File: src/common/rfpt_pkg.sv
/*
 * rfpt_pkg: constants and carrier types for the rf power and test register bank.
 * assumes: register indices times four give Wishbone byte addresses; data in bits 7:0.
 */
package rfpt_pkg;
   // register indices, byte address is four times the index
   localparam logic [7:0] IDX_MATCHLESS_BASE = 8'hDC;
   localparam logic [7:0] IDX_TX_POWER = 8'hE2;
   localparam logic [7:0] IDX_PRESCALER = 8'hE6;
   localparam logic [7:0] IDX_SHAPE_DELAY = 8'hE9;
   localparam logic [7:0] IDX_SYNTH_CTRL = 8'hEC;
   localparam logic [7:0] IDX_FRONT_END = 8'hEE;
   localparam logic [7:0] IDX_TEST_SEL = 8'hEF;
   localparam logic [7:0] IDX_SHAPE_FIRST = 8'hF1;
   localparam logic [7:0] IDX_SHAPE_LAST = 8'hF7;
   localparam int SHAPE_COUNT = 7;
   // values after reset
   localparam logic [7:0] RST_TX_POWER = 8'h0F;
   localparam logic [7:0] RST_PRESCALER = 8'h00;
   localparam logic [7:0] RST_SHAPE_DELAY = 8'h2F;
   localparam logic [4:0] RST_SYNTH_CTRL = 5'h01;
   localparam logic [7:0] RST_FRONT_END = 8'h00;
   localparam logic [3:0] RST_TEST_SEL = 4'h0;
   localparam logic [4:0] RST_SHAPE = 5'h00;
   // field positions
   localparam int POS_RSSI_EN = 1;
   localparam int POS_DIV_RESET_N = 0;
   localparam int POS_EXTERNAL_LOOP_FILTER_SELECT = 4;
   // test select codes
   localparam logic [3:0] TS_NORMAL = 4'h0;
   localparam logic [3:0] TS_CLOCKS = 4'h1;
   localparam logic [3:0] TS_LOCK = 4'h2;
   localparam logic [3:0] TS_INT_A = 4'h3;
   localparam logic [3:0] TS_INT_B = 4'h4;
   localparam logic [3:0] TS_ALARM = 4'h5;
   localparam logic [3:0] TS_MODEM_RX = 4'h6;
   localparam logic [3:0] TS_MODEM_TX = 4'h7;
   localparam logic [3:0] TS_CONVERTER = 4'h8;
   localparam logic [3:0] TS_SLOW_CLK = 4'h9;
   localparam logic [3:0] TS_DEBUG_0 = 4'hA;
   localparam logic [3:0] TS_DEBUG_3 = 4'hD;
   localparam logic [3:0] TS_FLASH = 4'hE;
   localparam logic [3:0] TS_CAL = 4'hF;

   typedef struct packed {
      logic clk_ref;
      logic phase_detector_out;
      logic modem_transmit_out;
      logic lock_detect_filtered;
      logic lock_detect_raw;
      logic window_sync;
      logic serial_parallel_int;
      logic second_timer_int;
      logic third_timer_int;
      logic rtc_int;
      logic converter_int;
      logic cipher_int;
      logic alarm_high;
      logic alarm_low;
      logic calibration_done;
      logic modem_bit_clk;
      logic modem_rx_data;
      logic if_out;
      logic modem_tx_data;
      logic sar_clk_en;
      logic comparator;
      logic sar_end_of_conv;
      logic rtc_clk;
      logic cpu_clk;
      logic [3:0] cipher_debug;
      logic flash_write_int;
   } rfpt_test_sig_t;

   typedef struct packed {
      logic [3:0] high_array_level;
      logic [3:0] low_array_level;
      logic rssi_connect;
      logic synth_divider_reset_n;
      logic external_loop_filter_select;
      logic [7:0] prescaler;
      logic [7:0] front_end_control;
      logic [4:0] synth_control;
      logic [7:0] shaping_delay_ctrl;
   } rfpt_rf_ctrl_t;
endpackage

File: src/verilog/rfpt_regs.sv
/*
 * rfpt_regs: radio power, synthesiser and test routing register bank on a
 * classic Wishbone slave, with the port-0 test multiplexer.
 * assumes: one clock, synchronous reset; test signals come from logic on clk_i;
 * port-0 direction bit high means output.
 */
// Local design decision: the Wishbone interface to the registers.
// Function
// - power byte upper nibble: high array, reset 0
// - power byte lower nibble: low array, reset ones
// - strength output connected only while enable set
// - divider reset active low, bit 0, reset value one releases it
// - filter bit selects external loop filter
// - code zero: port-0 pins keep normal function
// - codes one, two: clocks and lock signals
// - codes three, four: interrupt lines routed out
// - codes ten up: debug, flash, calibration bit 2
// - seven five-bit shaping registers, top bits zero
// - shaping delay byte resets to 2F
// - port-0 direction from direction register in every test code, cleared to zero by reset
`timescale 1ns/100ps
module rfpt_regs (
   // clock and reset
   input wire logic clk_i,
   input wire logic rst_i,
   // wishbone slave
   input wire logic wb_cyc_i,
   input wire logic wb_stb_i,
   input wire logic wb_we_i,
   input wire logic [9:0] wb_adr_i,
   input wire logic [3:0] wb_sel_i,
   input wire logic [31:0] wb_dat_i,
   output logic [31:0] wb_dat_o,
   output logic wb_ack_o,
   // internal signals for test routing
   input wire rfpt_pkg::rfpt_test_sig_t test_sig_i,
   // port-0 normal function and direction
   input wire logic [2:0] port_zero_out_i,
   input wire logic [2:0] port_zero_direction_i,
   // port-0 pin drive
   output logic [2:0] port_zero_pin_o,
   output logic [2:0] port_zero_pin_oe_o,
   // radio controls
   output rfpt_pkg::rfpt_rf_ctrl_t rf_ctrl_o,
   output logic [4:0] freq_shaping_n_o [7]
);

   typedef struct packed {
      logic ack;
      logic [7:0] rdata;
      logic [7:0] tx_power;
      logic [7:0] prescaler;
      logic [7:0] shape_delay;
      logic [4:0] synth_ctrl;
      logic [7:0] front_end;
      logic [3:0] test_sel;
      logic [6:0][4:0] shape;
      logic [2:0] pin;
      logic [2:0] pin_oe;
   } rfpt_state_t;

   localparam rfpt_state_t ST_RESET = '{
      ack: 1'b0,
      rdata: 8'h00,
      tx_power: rfpt_pkg::RST_TX_POWER,
      prescaler: rfpt_pkg::RST_PRESCALER,
      shape_delay: rfpt_pkg::RST_SHAPE_DELAY,
      synth_ctrl: rfpt_pkg::RST_SYNTH_CTRL,
      front_end: rfpt_pkg::RST_FRONT_END,
      test_sel: rfpt_pkg::RST_TEST_SEL,
      shape: {7{rfpt_pkg::RST_SHAPE}},
      pin: 3'h0,
      pin_oe: 3'h0
   };

   rfpt_state_t st_r;
   rfpt_state_t st_nxt;

   // true when the word index falls in the shaping range
   function automatic logic is_shape(input logic [7:0] idx);
      is_shape = (idx >= rfpt_pkg::IDX_SHAPE_FIRST) && (idx <= rfpt_pkg::IDX_SHAPE_LAST);
   endfunction

   // read value of one register word, zero when unmapped
   function automatic logic [7:0] read_word(input rfpt_state_t s, input logic [7:0] idx);
      logic [2:0] n;
      n = 3'(idx - rfpt_pkg::IDX_SHAPE_FIRST);
      read_word = 8'h00;
      if (is_shape(idx)) begin
         read_word = {3'h0, s.shape[n]};
      end else begin
         unique case (idx)
            rfpt_pkg::IDX_TX_POWER: read_word = s.tx_power;
            rfpt_pkg::IDX_PRESCALER: read_word = s.prescaler;
            rfpt_pkg::IDX_SHAPE_DELAY: read_word = s.shape_delay;
            rfpt_pkg::IDX_SYNTH_CTRL: read_word = {3'h0, s.synth_ctrl};
            rfpt_pkg::IDX_FRONT_END: read_word = s.front_end;
            rfpt_pkg::IDX_TEST_SEL: read_word = {4'h0, s.test_sel};
            default: read_word = 8'h00;
         endcase
      end
   endfunction

   // port-0 value for one test code
   function automatic logic [2:0] route(input logic [3:0] code,
                                        input rfpt_pkg::rfpt_test_sig_t t,
                                        input logic [2:0] normal);
      route = normal;
      unique case (code)
         rfpt_pkg::TS_NORMAL: route = normal;
         rfpt_pkg::TS_CLOCKS:
            route = {t.clk_ref, t.phase_detector_out, t.modem_transmit_out};
         rfpt_pkg::TS_LOCK:
            route = {t.lock_detect_filtered, t.lock_detect_raw, t.window_sync};
         rfpt_pkg::TS_INT_A:
            route = {t.serial_parallel_int, t.second_timer_int, t.third_timer_int};
         rfpt_pkg::TS_INT_B:
            route = {t.rtc_int, t.converter_int, t.cipher_int};
         rfpt_pkg::TS_ALARM:
            route = {t.alarm_high, t.alarm_low, t.calibration_done};
         rfpt_pkg::TS_MODEM_RX:
            route = {t.modem_bit_clk, t.modem_rx_data, t.if_out};
         rfpt_pkg::TS_MODEM_TX:
            route = {t.modem_bit_clk, t.modem_tx_data, t.modem_transmit_out};
         rfpt_pkg::TS_CONVERTER:
            route = {t.sar_clk_en, t.comparator, t.sar_end_of_conv};
         rfpt_pkg::TS_SLOW_CLK:
            route = {t.rtc_clk, t.rtc_int, t.cpu_clk};
         rfpt_pkg::TS_FLASH:
            route = {t.flash_write_int, normal[1:0]};
         rfpt_pkg::TS_CAL:
            route = {t.calibration_done, normal[1:0]};
         default:
            // codes ten to thirteen: one debug line on bit 2
            route = {t.cipher_debug[2'(code - rfpt_pkg::TS_DEBUG_0)], normal[1:0]};
      endcase
   endfunction

   logic [7:0] idx;
   logic req;
   logic wr;
   logic [7:0] wd;
   logic [2:0] wn;

   assign idx = wb_adr_i[9:2];
   assign req = wb_cyc_i && wb_stb_i;
   // write commits at the edge where the master samples ack
   assign wr = req && wb_we_i && wb_sel_i[0] && st_r.ack;
   assign wd = wb_dat_i[7:0];
   assign wn = 3'(idx - rfpt_pkg::IDX_SHAPE_FIRST);

   always_comb begin
      st_nxt = st_r;
      st_nxt.ack = req && !st_r.ack;
      if (req && !st_r.ack) begin
         st_nxt.rdata = read_word(st_r, idx);
      end
      if (wr) begin
         if (is_shape(idx)) begin
            st_nxt.shape[wn] = wd[4:0];
         end
         unique case (idx)
            rfpt_pkg::IDX_TX_POWER: st_nxt.tx_power = wd;
            rfpt_pkg::IDX_PRESCALER: st_nxt.prescaler = wd;
            rfpt_pkg::IDX_SHAPE_DELAY: st_nxt.shape_delay = wd;
            rfpt_pkg::IDX_SYNTH_CTRL: st_nxt.synth_ctrl = wd[4:0];
            rfpt_pkg::IDX_FRONT_END: st_nxt.front_end = wd;
            rfpt_pkg::IDX_TEST_SEL: st_nxt.test_sel = wd[3:0];
            default: st_nxt.ack = st_nxt.ack;
         endcase
      end
      st_nxt.pin = route(st_r.test_sel, test_sig_i, port_zero_out_i);
      st_nxt.pin_oe = port_zero_direction_i;
   end

   always_ff @(posedge clk_i) begin
      if (rst_i) begin
         st_r <= ST_RESET;
      end else begin
         st_r <= st_nxt;
      end
   end

   assign wb_ack_o = st_r.ack;
   assign wb_dat_o = {24'h000000, st_r.rdata};
   assign port_zero_pin_o = st_r.pin;
   assign port_zero_pin_oe_o = st_r.pin_oe;

   always_comb begin
      rf_ctrl_o.high_array_level = st_r.tx_power[7:4];
      rf_ctrl_o.low_array_level = st_r.tx_power[3:0];
      rf_ctrl_o.rssi_connect = st_r.front_end[rfpt_pkg::POS_RSSI_EN];
      rf_ctrl_o.synth_divider_reset_n = st_r.synth_ctrl[rfpt_pkg::POS_DIV_RESET_N];
      rf_ctrl_o.external_loop_filter_select =
         st_r.synth_ctrl[rfpt_pkg::POS_EXTERNAL_LOOP_FILTER_SELECT];
      rf_ctrl_o.prescaler = st_r.prescaler;
      rf_ctrl_o.front_end_control = st_r.front_end;
      rf_ctrl_o.synth_control = st_r.synth_ctrl;
      rf_ctrl_o.shaping_delay_ctrl = st_r.shape_delay;
   end

   for (genvar g = 0; g < rfpt_pkg::SHAPE_COUNT; g++) begin : g_shape
      assign freq_shaping_n_o[g] = st_r.shape[g];
   end

   // checks; pin checks skip the release edge, where the pins still load reset
   a_power_reset: assert property (@(posedge clk_i)
      $past(rst_i) && !rst_i |->
      rf_ctrl_o.high_array_level == 4'h0 && rf_ctrl_o.low_array_level == 4'hF)
      else $error("power level wrong after reset");

   a_power_write: assert property (@(posedge clk_i) disable iff (rst_i)
      wr && idx == rfpt_pkg::IDX_TX_POWER |=>
      rf_ctrl_o.low_array_level == $past(wb_dat_i[3:0]) &&
      rf_ctrl_o.high_array_level == $past(wb_dat_i[7:4]))
      else $error("power nibbles not stored");

   a_rssi_follow: assert property (@(posedge clk_i) disable iff (rst_i)
      wr && idx == rfpt_pkg::IDX_FRONT_END |=>
      rf_ctrl_o.rssi_connect == $past(wb_dat_i[rfpt_pkg::POS_RSSI_EN]))
      else $error("strength output not tied to enable");

   a_rssi_hold: assert property (@(posedge clk_i) disable iff (rst_i)
      !(wr && idx == rfpt_pkg::IDX_FRONT_END) |=> $stable(rf_ctrl_o.rssi_connect))
      else $error("strength output changed without a write");

   a_div_hold: assert property (@(posedge clk_i) disable iff (rst_i)
      !rf_ctrl_o.synth_divider_reset_n && !(wr && idx == rfpt_pkg::IDX_SYNTH_CTRL) |=>
      !rf_ctrl_o.synth_divider_reset_n)
      else $error("divider left reset without a write");

   a_div_release: assert property (@(posedge clk_i) disable iff (rst_i)
      wr && idx == rfpt_pkg::IDX_SYNTH_CTRL |=>
      rf_ctrl_o.synth_divider_reset_n == $past(wb_dat_i[rfpt_pkg::POS_DIV_RESET_N]))
      else $error("divider reset bit not stored");

   a_filter_sel: assert property (@(posedge clk_i) disable iff (rst_i)
      wr && idx == rfpt_pkg::IDX_SYNTH_CTRL |=>
      rf_ctrl_o.external_loop_filter_select == $past(wb_dat_i[rfpt_pkg::POS_EXTERNAL_LOOP_FILTER_SELECT]))
      else $error("loop filter select not stored");

   a_mux_normal: assert property (@(posedge clk_i) disable iff (rst_i)
      !rst_i && st_r.test_sel == 4'h0 && $stable(st_r.test_sel) |=>
      port_zero_pin_o == $past(port_zero_out_i))
      else $error("normal pins overridden");

   a_mux_clocks: assert property (@(posedge clk_i) disable iff (rst_i)
      !rst_i && st_r.test_sel == 4'h1 |=> port_zero_pin_o ==
      {$past(test_sig_i.clk_ref), $past(test_sig_i.phase_detector_out),
       $past(test_sig_i.modem_transmit_out)})
      else $error("clock routing wrong");

   a_mux_lock: assert property (@(posedge clk_i) disable iff (rst_i)
      !rst_i && st_r.test_sel == 4'h2 |=> port_zero_pin_o ==
      {$past(test_sig_i.lock_detect_filtered), $past(test_sig_i.lock_detect_raw),
       $past(test_sig_i.window_sync)})
      else $error("lock routing wrong");

   a_mux_int_a: assert property (@(posedge clk_i) disable iff (rst_i)
      !rst_i && st_r.test_sel == 4'h3 |=> port_zero_pin_o ==
      {$past(test_sig_i.serial_parallel_int), $past(test_sig_i.second_timer_int),
       $past(test_sig_i.third_timer_int)})
      else $error("first interrupt routing wrong");

   a_mux_ints: assert property (@(posedge clk_i) disable iff (rst_i)
      !rst_i && st_r.test_sel == 4'h4 |=> port_zero_pin_o ==
      {$past(test_sig_i.rtc_int), $past(test_sig_i.converter_int),
       $past(test_sig_i.cipher_int)})
      else $error("interrupt routing wrong");

   a_mux_debug: assert property (@(posedge clk_i) disable iff (rst_i)
      !rst_i && st_r.test_sel >= 4'hA |=>
      port_zero_pin_o[1:0] == $past(port_zero_out_i[1:0]))
      else $error("low pins taken by single-bit code");

   a_debug_line: assert property (@(posedge clk_i) disable iff (rst_i)
      !rst_i && st_r.test_sel == 4'hA |=>
      port_zero_pin_o[2] == $past(test_sig_i.cipher_debug[0]))
      else $error("debug line routing wrong");

   a_mux_flash: assert property (@(posedge clk_i) disable iff (rst_i)
      !rst_i && st_r.test_sel == 4'hE |=>
      port_zero_pin_o[2] == $past(test_sig_i.flash_write_int))
      else $error("flash interrupt routing wrong");

   a_mux_cal: assert property (@(posedge clk_i) disable iff (rst_i)
      !rst_i && st_r.test_sel == 4'hF |=>
      port_zero_pin_o[2] == $past(test_sig_i.calibration_done))
      else $error("calibration flag routing wrong");

   a_shape_top: assert property (@(posedge clk_i) disable iff (rst_i)
      st_r.ack && !wb_we_i && is_shape(idx) |-> wb_dat_o[7:5] == 3'h0)
      else $error("shaping upper bits not zero");

   a_shape_first: assert property (@(posedge clk_i) disable iff (rst_i)
      wr && idx == rfpt_pkg::IDX_SHAPE_FIRST |=>
      freq_shaping_n_o[0] == $past(wb_dat_i[4:0]))
      else $error("first shaping field not stored");

   a_delay_reset: assert property (@(posedge clk_i)
      $past(rst_i) && !rst_i |-> rf_ctrl_o.shaping_delay_ctrl == 8'h2F)
      else $error("delay register reset wrong");

   a_delay_write: assert property (@(posedge clk_i) disable iff (rst_i)
      wr && idx == rfpt_pkg::IDX_SHAPE_DELAY |=>
      rf_ctrl_o.shaping_delay_ctrl == $past(wb_dat_i[7:0]))
      else $error("delay register not stored");

   a_dir_follow: assert property (@(posedge clk_i) disable iff (rst_i)
      !rst_i |=> port_zero_pin_oe_o == $past(port_zero_direction_i))
      else $error("pin direction not from direction register");

   a_ack_pulse: assert property (@(posedge clk_i) disable iff (rst_i)
      wb_ack_o |=> !wb_ack_o)
      else $error("ack longer than one cycle");

endmodule
File: config.mk
export PLATFORM = sky130hd
export DESIGN_NAME = rfpt_regs
export DESIGN_NICKNAME = d
export VERILOG_FILES = /design/src/common/rfpt_pkg.sv /design/src/verilog/rfpt_regs.sv
export SDC_FILE = /design/constraint.sdc
export NUM_CORES = 1
export LEC_CHECK = 0
export ABC_AREA = 1
export ABC_CLOCK_PERIOD_IN_PS = 4400
export BUFFER_PORTS_ARGS = -buffer_cell sky130_fd_sc_hd__buf_2
export CAP_MARGIN = 30
export CORE_ASPECT_RATIO = 0.5
export CORE_MARGIN = 5
export CORE_UTILIZATION = 48
export CTS_CLUSTER_SIZE = 10
export DETAILED_ROUTE_END_ITERATION = 6
export GPL_TIMING_DRIVEN = 0
export PLACE_DENSITY = 0.86
export SLEW_MARGIN = 30
export SYNTH_ARGS = -nofsm -noshare
export SYNTH_HDL_FRONTEND = slang
export SYNTH_SLANG_ARGS = --single-unit
File: constraint.sdc
create_clock -name clk_i -period 4.4 [get_ports clk_i]
set_input_delay 0.88 -clock clk_i [delete_from_list [all_inputs] [get_ports clk_i]]
set_output_delay 0.88 -clock clk_i [all_outputs]
set_load 0.005 [all_outputs]
# --- Word level (Yosys, flattened, before mapping) ---
# Cells that the tools add are included.
totals:
  input_bits: 86
  register_bits: 91
op_classes:
  n_mux: 10
  order_cmp: 5
  add_sub_neg: 2
  n_eq_ne: 17
  n_reduce_logical: 16
op_table:
  columns: ["operator", "n"]
  rows:
  - ["8-bit == test, second input constant", 6]
  - ["8-bit case mux with 6 select lines", 1]
  - ["3-bit case mux with 12 select lines", 1]
  - ["35-bit bitwise mux", 1]
  - ["4-bit by 3-bit == test with 1-bit output, second input constant", 4]
  - ["4-bit == test, second input constant", 4]
  - ["5-bit binary-select mux with 3-bit select", 1]
  - ["5-bit demux with 3-bit select", 1]
  - ["2-bit AND reduction", 7]
  - ["5-bit two-way mux", 2]
  - ["4-bit by 2-bit == test with 1-bit output, second input constant", 2]
  - ["8-bit >= comparator, second input constant", 1]
  - ["8-bit <= comparator, second input constant", 1]
  - ["8-bit two-way mux", 1]
  - ["1-bit logical AND", 7]
  - ["4-bit by 1-bit == test with 1-bit output, second input constant", 1]
  - ["4-bit logical NOT", 1]
  - ["3-bit by 4-bit < comparator with 1-bit output, second input constant", 1]
  - ["3-bit by 1-bit >= comparator with 1-bit output, second input constant", 1]
  - ["2-bit by 3-bit < comparator with 1-bit output, second input constant", 1]
  - ["3-bit by 1-bit subtractor with 3-bit output, second input constant", 1]
  - ["1-bit binary-select mux with 2-bit select", 1]
  - ["2-bit subtractor, second input constant", 1]
  - ["1-bit logical NOT", 1]
  - ["1-bit two-way mux", 1]

# --- Longest topological paths before layout ---
# Gate-level depths: netlist (run 1).
depth:
  word_depth: 6
  ltp_mapped: 13
  mapped_depth_nobuf: 12

# --- Least setup slack after synthesis (run 1) ---
# No wires, ideal clock.
synth_path:
  path_type: "input to register"
  start: "input wb_adr_i[2]"
  end: "register st_r (netlist bit freq_shaping_n_o[34])"
  cell_stages: 10
  path_slack_ns: 2.018
  arrival_ns: 2.266
  t_required_ns: 4.284
  setup_time_ns: 0.116
  cell_sequence: "inv_1 buf_2 ha_1 inv_1 clkbuf_1 nor2_1 inv_1 nor2_8 o21ai_0 nor2_1"
synth_between:
  elab_chain_cells: 6
  word_cells_on_any_way: 11
  classes_between: "add/sub (1); order compare (4); mux (3); reduce/logical (3)"
synth_rtl:
  columns: ["element", "line", "text"]
  rows:
  - ["start: declaration", "rfpt_regs.sv:30", "input wire logic [9:0] wb_adr_i,"]
  - ["3-bit by 1-bit subtractor with 3-bit output", "rfpt_regs.sv:150", "assign wn = 3'(idx - rfpt_pkg::IDX_SHAPE_FIRST);"]
  - ["3-bit by 4-bit < comparator with 1-bit output (implied by the code) or 3-bit by 1-bit >= comparator with 1-bit output (tied branches)", "rfpt_regs.sv:160", "st_nxt.shape[wn] = wd[4:0];"]
  - ["1-bit logical AND (implied by the code)", "rfpt_regs.sv:160", null]
  - ["5-bit two-way mux (implied by the code)", "rfpt_regs.sv:160", null]
  - ["5-bit demux with 3-bit select", "rfpt_regs.sv:160", null]
  - ["35-bit bitwise mux", "rfpt_regs.sv:160", null]
  - ["end signal: assignment", "rfpt_regs.sv:180", "st_r <= st_nxt;"]
  - ["end: declaration", "rfpt_regs.sv:76", "rfpt_state_t st_r;"]
# Several ways; a longest one is shown, not always the timed one.
# A chain may end at the register's enable or synchronous reset.

# --- Worst setup path after layout (run 1) ---
layout_path:
  start: "input wb_adr_i[2]"
  end: "register st_r (netlist bit rf_ctrl_o[36])"
layout_between:
  elab_chain_cells: 2
layout_rtl:
  columns: ["element", "line", "text"]
  rows:
  - ["8-bit == test", "rfpt_regs.sv:162", "unique case (idx)"]
  - ["2-bit AND reduction (no line)", null, null]
# No other way between the ends.

==> results of run 1 <==
flip-flops by register name (all words and copies together), names as in the netlist:
register	count
rf_ctrl_o	37
freq_shaping_n_o	35
wb_dat_o	8
st_r	4
port_zero_pin_o	3
port_zero_pin_oe_o	3
wb_ack_o	1
cell usage after synthesis:
library cell,instances
nand2_1,173
buf_4,115
nor2_1,109
dfxtp_1,91
o21ai_0,68
nand3_1,60
inv_1,49
a21oi_1,46
clkbuf_1,13
inv_2,10
o211ai_1,10
buf_2,8
o21ai_1,8
nor2_4,7
ha_1,5
nand3_2,4
nand4_1,4
nor2_8,4
nor3_1,2
buf_1,1
buf_6,1
clkinv_1,1
clkinv_2,1
conb_1,1
nand2_2,1
nand2_8,1
nand3_4,1
nand4_4,1
nor2_2,1
nor3b_1,1
per-stage QoR:
step	total power (uW)	util (%)	area (um^2)
after floorplan	948	-	5530
after global placement	1010	58.2	6430
after detailed placement	1010	58.2	6430
after CTS	1780	60.9	6730
after global routing	1840	61.0	6730
final	1770	61.0	6730
cells by family after synthesis:
kind of cell             Yosys count
buffers and inverters            199
adder cells (fa/ha/maj)            5
AO/OA/AOI/OAI                    132
other                              1
flip-flops                        91
AND/OR/NAND/NOR                  369
critical path, stage by stage:
cell     delay [ns]
buf_2          0.14
inv_1          0.08
buf_2          0.29
ha_1           0.22
nand2_1        0.12
nor2_2         0.42
nand3_2        0.30
inv_2          0.21
o21ai_0        0.10
a21oi_1        0.13
worst max-delay path by stage:
stage | startpoint | end | slack, ns | cells past startpoint
5_1_grt | wb_adr_i[2] | rf_ctrl_o[38] | 1.66 | 10
3_5_place_dp | wb_adr_i[2] | rf_ctrl_o[37] | 1.52 | 10
4_1_cts | wb_adr_i[2] | rf_ctrl_o[37] | 1.87 | 10
3_3_place_gp | wb_adr_i[2] | rf_ctrl_o[39] | 1.55 | 10
6_report | wb_adr_i[2] | rf_ctrl_o[36] | 1.78 | 10
2_1_floorplan | wb_adr_i[2] | freq_shaping_n_o[34] | 2.02 | 10
routing by layer:
layer	track usage, %	share of wire, %
met1	29.3	45
met2	36.5	46
met3	5.63	8.3
met4	6.48	1.1
met5	0	0
area by class of cell:
type	instances	area share, %
Tap cell	145	2.69
Antenna cell	1	0.0372
Sequential cell	91	27.1
Clock buffer	10	3.55
Inverter	61	3.42
Clock inverter	5	0.910
Buffer	138	14.4
Multi-Input combinational cell	530	37.3
Timing Repair Buffer	144	10.7
where the power goes:
part	total [uW]	internal, uW	leakage [uW]	switching (uW)
clock network	779	454	0.000137	325
logic	162	61.3	0.00284	101
registers	832	830	0.000736	2.52
total	1770	1350	0.00371	428
==> impl_summary.txt, run 1 <==
----------------------------------------------------
[Worst setup path]
  Worst Reg-to-Reg Cells ... 9
  Reg-to-reg setup timing slack ... 2.72 ns
  Launch instance of the worst register-to-register path ... wb_ack_o
  CP max FO ... 12
  Worst setup path category ... input port to flop
  Data arrival time of the critical path ... 2.90 ns
  End of the worst register-to-register path ... freq_shaping_n_o[23]
  Element type at the critical path end ... flop
  Crit path required time ... 4.68 ns
  Sort of element at the start of the critical path ... input port

[Global routing]
  Wire length of the first global-routing pass ... 25.0 mm
  Total global routing track utilization ... 22.3%
  Maximum number of pins on one net before global-route repair ... 16
  Global-route congestion overflow total ... 0
  Initial antenna violation count ... 1
  Number of global-route vias before repair ... 5210

[STA]
  Relative slew slack ... 62.6%
  Final worst setup slack ... 1.78 ns
  Top achievable clock speed ... 0.382 GHz
  Fin crit period ... 2.62 ns
  Final-report setup violation count ... 0
  Slew at the pin with the worst max-slew slack ... 0.561 ns
  Fraction of the cycle the final worst path needs ... 59.5%
  Final count of pins violating max slew ... 0
  Unrepaired setup endpoints after global routing ... no
  Count of final hold-check violations ... 0
  Final TNS setup ... 0 ns
  Maximum clock skew at final layout ... 0.0102 ns
  Hold_ws ... 0.467 ns

[Finish]
  Layout fillers ... 1065
  Most frequent standard cell in the layout excluding fill and tap cells ... nand2_1
  Number of standard cells in the layout, taps in and fillers out ... 1125
  P&R area growth vs syn ... 23.7%
  Commonest cells after routing, fill and taps aside ... nand2_1 (173), buf_2 (152), buf_4 (115), nor2_1 (109), dfxtp_1 (91)
  Area used by multi-input combinational logic ... 2510 um^2
  Net total in the final layout ... 1066
  Share of cells above drive strength 1 ... 32.1%
  Sequential cell area ... 1820 um^2

[Placement]
  Last weighted congestion value of the routability-driven placer ... 0.941
  Post-DP HPWL ... 11.9 mm
  Pre-CTS worst setup slack ... 1.52 ns
  Number of buffers added on ports ... 144
  Cell count after placement ... 1109

[Clock network]
  Post-cts repair resize count ... 0
  TritonCTS Buffers ... 9
  CTS tree ... done
  Number of buffers inserted by post-CTS setup repair ... 0
  Worst skew pair latency ... 0.35 ns
  Clock tree root driver cell ... clkbuf_16
  Clock input transition at the sequential cells of the worst setup and hold paths ... 0.07 ns
  Total of hold buffers inserted after clock tree synthesis ... 0
  Number of clock sinks seen by CTS ... 91
  H-tree depth reported by CTS ... 3
  Maximum clock insertion buffer count ... 2

[Synth]
  Fraction of synthesized cell area taken by the top area cell type ... 33.5%
  Cell types occupying the most area after synthesis ... dfxtp_1 (33%), buf_4 (16%), nand2_1 (12%)
  Largest family of logic cells by synthesized area ... simple AND/OR/NAND/NOR gates
  Share of synthesized cell area in and, or, nand and nor gates ... 30.7%
  Number of instances in the synthesized netlist ... 797
  XOR/XNOR share of the synthesized area ... 0%
  Synthesized-area fraction occupied by ao, oa, aoi and oai cells ... 12.6%
  Number of distinct standard cells referenced by the synthesized netlist ... 30
  Flops & latches, synth ... 91
  Proportion of synthesized area in mux cells ... 0%
  Synthesized area ... 5440 um^2
  Yosys warning count ... 0
  Post-Synthesis Mean Instance Area ... 6.83 um^2
  Fraction of the yosys area taken by sequential cells ... 33.5%
  Adder-cell share of the synthesized area ... 1.15%
  Post-synth top area cell ... dfxtp_1

[Hold path]
  Hold Path Origin ... wb_dat_o[7]
  Type of the tightest min-delay check ... flop to flop
  Number of instances on the worst hold path ... 2
  Min-Delay Endpoint ... wb_dat_o[7]

[Detailed routing]
  Overall routed net length ... 15.4 mm
  Antenna-violating nets left ... 0
  Count of TritonRoute iterations in the first routing pass ... 5
  Ratio of routed vias to standard cells ... 4.96
  Via count ... 5577
  Detailed-route DRC error count ... 0
  Drt initial violations ... 603
  Routed len/inst ... 13.7 um

[Power and ir drop]
  Maximum vdd ir drop ... 0.160 mV
  Static leakage ... 0.00371 uW
  Cell area power density ... 263 nW/um^2

[Die]
  Row count ... 27
  I/O pin count ... 200
  Overall die height ... 85.3 um
  Die outline width ... 161 um
  Core box area ... 11000 um^2
  Area enclosed by the die boundary ... 13700 um^2
  Initial standard-cell utilization of the core ... 49.3%

[Flow run]
  Max Cap Viol ... 0

[Outcome]
  Outcome ... completed

----------------------------------------------------
Power figures use the tool's default switching activity.
==> run 2: changes to the inputs <==
Settings changed: ABC_AREA 1 to 0, ABC_CLOCK_PERIOD_IN_PS 4400 to 2640.
Clock period 4.4 ns to 2.64 ns, I/O delays scaled along.
==> impl_summary.txt, run 2 <==
----------------------------------------------------
[Detailed routing]
  Overall routed net length ... 16.3 mm
  Detailed-route DRC error count ... 0
  Drt initial violations ... 670
  Count of TritonRoute iterations in the first routing pass ... 6
  Ratio of routed vias to standard cells ... 5.37
  Via count ... 5142
  Routed len/inst ... 17.0 um
  Antenna-violating nets left ... 0

[Die]
  Overall die height ... 85.4 um
  Core box area ... 11000 um^2
  Initial standard-cell utilization of the core ... 49.3%
  Area enclosed by the die boundary ... 13700 um^2
  I/O pin count ... 200
  Row count ... 27
  Die outline width ... 161 um

[Worst setup path]
  Worst setup path endpoint ... freq_shaping_n_o[13]
  Crit path required time ... 2.86 ns
  Sort of element at the start of the critical path ... input port
  CP max FO ... 10
  End of the worst register-to-register path ... rf_ctrl_o[8]
  Reg-to-reg setup timing slack ... 0.60 ns
  Worst setup path category ... input port to flop
  Launch instance of the worst register-to-register path ... wb_ack_o
  Worst setup startpoint ... wb_adr_i[2]
  Element type at the critical path end ... flop
  Worst Reg-to-Reg Cells ... 5
  Data arrival time of the critical path ... 2.77 ns

[Clock network]
  Number of clock sinks seen by CTS ... 91
  Clock input transition at the sequential cells of the worst setup and hold paths ... 0.06 ns
  H-tree depth reported by CTS ... 3
  Clock tree root driver cell ... clkbuf_16
  CTS tree ... done
  TritonCTS Buffers ... 9
  Maximum clock insertion buffer count ... 2
  Worst skew pair latency ... 0.35 ns
  Total of hold buffers inserted after clock tree synthesis ... 0

[Synth]
  EDFF count, synth ... 0
  Flops & latches, synth ... 91
  Post-synth top area cell ... dfxtp_1
  Number of instances in the synthesized netlist ... 626
  Fraction of the yosys area taken by sequential cells ... 33.4%
  Post-Synthesis Mean Instance Area ... 8.71 um^2
  Share of flip-flops with an asynchronous set or reset after synthesis ... 0%
  Cell types occupying the most area after synthesis ... dfxtp_1 (33%), buf_4 (16%), mux2i_1 (13%)
  Fraction of synthesized cell area taken by the top area cell type ... 33.4%
  Number of distinct standard cells referenced by the synthesized netlist ... 64
  Synthesized area ... 5450 um^2
  Most instantiated library cell after synthesis ... buf_4
  Yosys warning count ... 0
  Prevailing post-synth register cell ... dfxtp_1
  Top cells by count, synth ... buf_4 (117), dfxtp_1 (91), mux2i_1 (70), nor2_1 (69), nand2_1 (45)

[Placement]
  Cell area after placement ... 6450 um^2
  Post-DP HPWL ... 12.2 mm
  Cell count after placement ... 940
  Number of buffers added on ports ... 146
  Last weighted congestion value of the routability-driven placer ... 0.936

[Outcome]
  Outcome ... completed

[Finish]
  Net total in the final layout ... 898
  P&R area growth vs syn ... 25.0%
  Commonest cells after routing, fill and taps aside ... buf_2 (156), buf_4 (119), dfxtp_1 (91), mux2i_1 (70), nor2_1 (69)
  Layout fillers ... 930
  Diode count ... 0
  Sequential cell area ... 1820 um^2
  Share of cells above drive strength 1 ... 39.5%
  Final std cell area, no fill ... 6810 um^2
  Max FFs per register ... 37
  Area used by multi-input combinational logic ... 2710 um^2
  Number of standard cells in the layout, taps in and fillers out ... 957
  Most frequent standard cell in the layout excluding fill and tap cells ... buf_2

[Hold path]
  Type of the tightest min-delay check ... input port to flop

[STA]
  Fin crit period ... 2.55 ns
  Slew at the pin with the worst max-slew slack ... 0.762 ns
  Final-report setup violation count ... 0
  Maximum clock skew at final layout ... 0.00772 ns
  Hold_ws ... 0.398 ns
  Count of final hold-check violations ... 0
  Unrepaired setup endpoints after global routing ... yes
  Fraction of the cycle the final worst path needs ... 96.5%
  Final TNS setup ... 0 ns
  Final count of pins violating max slew ... 0
  Top achievable clock speed ... 0.392 GHz
  Relative slew slack ... 49.2%

[Global routing]
  Global-route congestion overflow total ... 0
  Initial antenna violation count ... 0
  Maximum number of pins on one net before global-route repair ... 15
  Wire length of the first global-routing pass ... 25.2 mm
  Number of global-route vias before repair ... 4893
  Total global routing track utilization ... 22.7%

[Flow run]
  Max Cap Viol ... 0

[Power and ir drop]
  PnR Total Power ... 3050 uW
  Static leakage ... 0.00326 uW
  Cell area power density ... 448 nW/um^2
  Maximum vdd ir drop ... 0.318 mV

----------------------------------------------------
==> run 2: cell types whose count changed in the layout (fill, tap and decap cells not counted), moves of 22 or more <==
cell     delta
nand2_1   -128
a21oi_1    -22
nand3_1    -25
inv_1      -44
nor2_1     -40
o21ai_0    -56
mux2i_1    +70
==> run 2: area by class of cell <==
type,count,area share [%]
Buffer,150,15.1
Clock buffer,10,3.36
Clock inverter,6,1.18
Inverter,6,0.331
Multi-Input combinational cell,401,39.7
Sequential cell,91,26.7
Tap cell,145,2.66
Timing Repair Buffer,148,10.9
==> run 2: power by group <==
part           internal [uW]  leakage, uW  switching [uW]
Sequential              1380     0.000735            4.38
Clock                    823     0.000156             538
Combinational            125      0.00237             183
Total                   2330      0.00326             725
==> run 2: logic make-up (layout without fill, tap and decap cells) <==
logic type | count (synthesis) | in the layout | share of synthesized area [%]
compound gates | 90 | 90 | 11.1
xor+xnor | 2 | 2 | 0.321
fa+ha+maj | 5 | 5 | 1.15
buf+inv | 157 | 320 | 19.2
flops | 91 | 91 | 33.4
mux | 79 | 79 | 15.1
other cells | 1 | 24 | 0.0688
simple gates | 201 | 201 | 19.6
==> run 2: metrics by stage <==
| stage | worst slack, ns | util (%) |
|---|---|---|
| after detailed placement | -0.605 | 58.4 |
| final | 0.0919 | 61.7 |
| after global routing | -0.0321 | 61.7 |
| after global placement | -0.557 | 58.4 |
| after CTS | 0.0248 | 61.3 |
| after floorplan | 0.152 | - |
==> run 2: per-layer routing <==
metal / wire, um / GRT usage (%) / share of wire, % / up-vias
li1: - / - / - / 2404
met1: 6520 / 28.9 / 40 / 2383
met2: 7720 / 37.8 / 47 / 314
met3: 1660 / 5.92 / 10 / 41
met4: 351 / 7.82 / 2.2 / 0
met5: 0 / 0 / 0 / -
==> run 2: repair_timing <==
action                                  CTS  global route
setup buffers                             0             2
gates resized for setup                   3             6
endpoints found under the hold margin     0             0
pin swaps                                 0             3
endpoints found under the setup margin   16            49
==> run 2: worst max-delay path: stages <==
cell and delay (ns):
buf_2 0.13, clkbuf_4 0.21, inv_1 0.22, ha_2 0.29
xor2_2 0.31, buf_4 0.26, nand3_1 0.14, nor3_4 0.18
buf_4 0.18, mux2i_1 0.24, nor2_1 0.06
==> run 2: how the worst min path moves through the flow <==
stage                             start               endpoint  slack (ns)  cells after the start
2_1_floorplan               wb_dat_o[0]            wb_dat_o[0]        0.43                      2
3_3_place_gp                wb_dat_o[1]            wb_dat_o[1]        0.46                      1
3_5_place_dp                wb_dat_o[1]            wb_dat_o[1]        0.46                      1
4_1_cts        port_zero_direction_i[1]  port_zero_pin_oe_o[1]        0.40                      2
5_1_grt        port_zero_direction_i[1]  port_zero_pin_oe_o[1]        0.40                      2
6_report       port_zero_direction_i[1]  port_zero_pin_oe_o[1]        0.40                      2
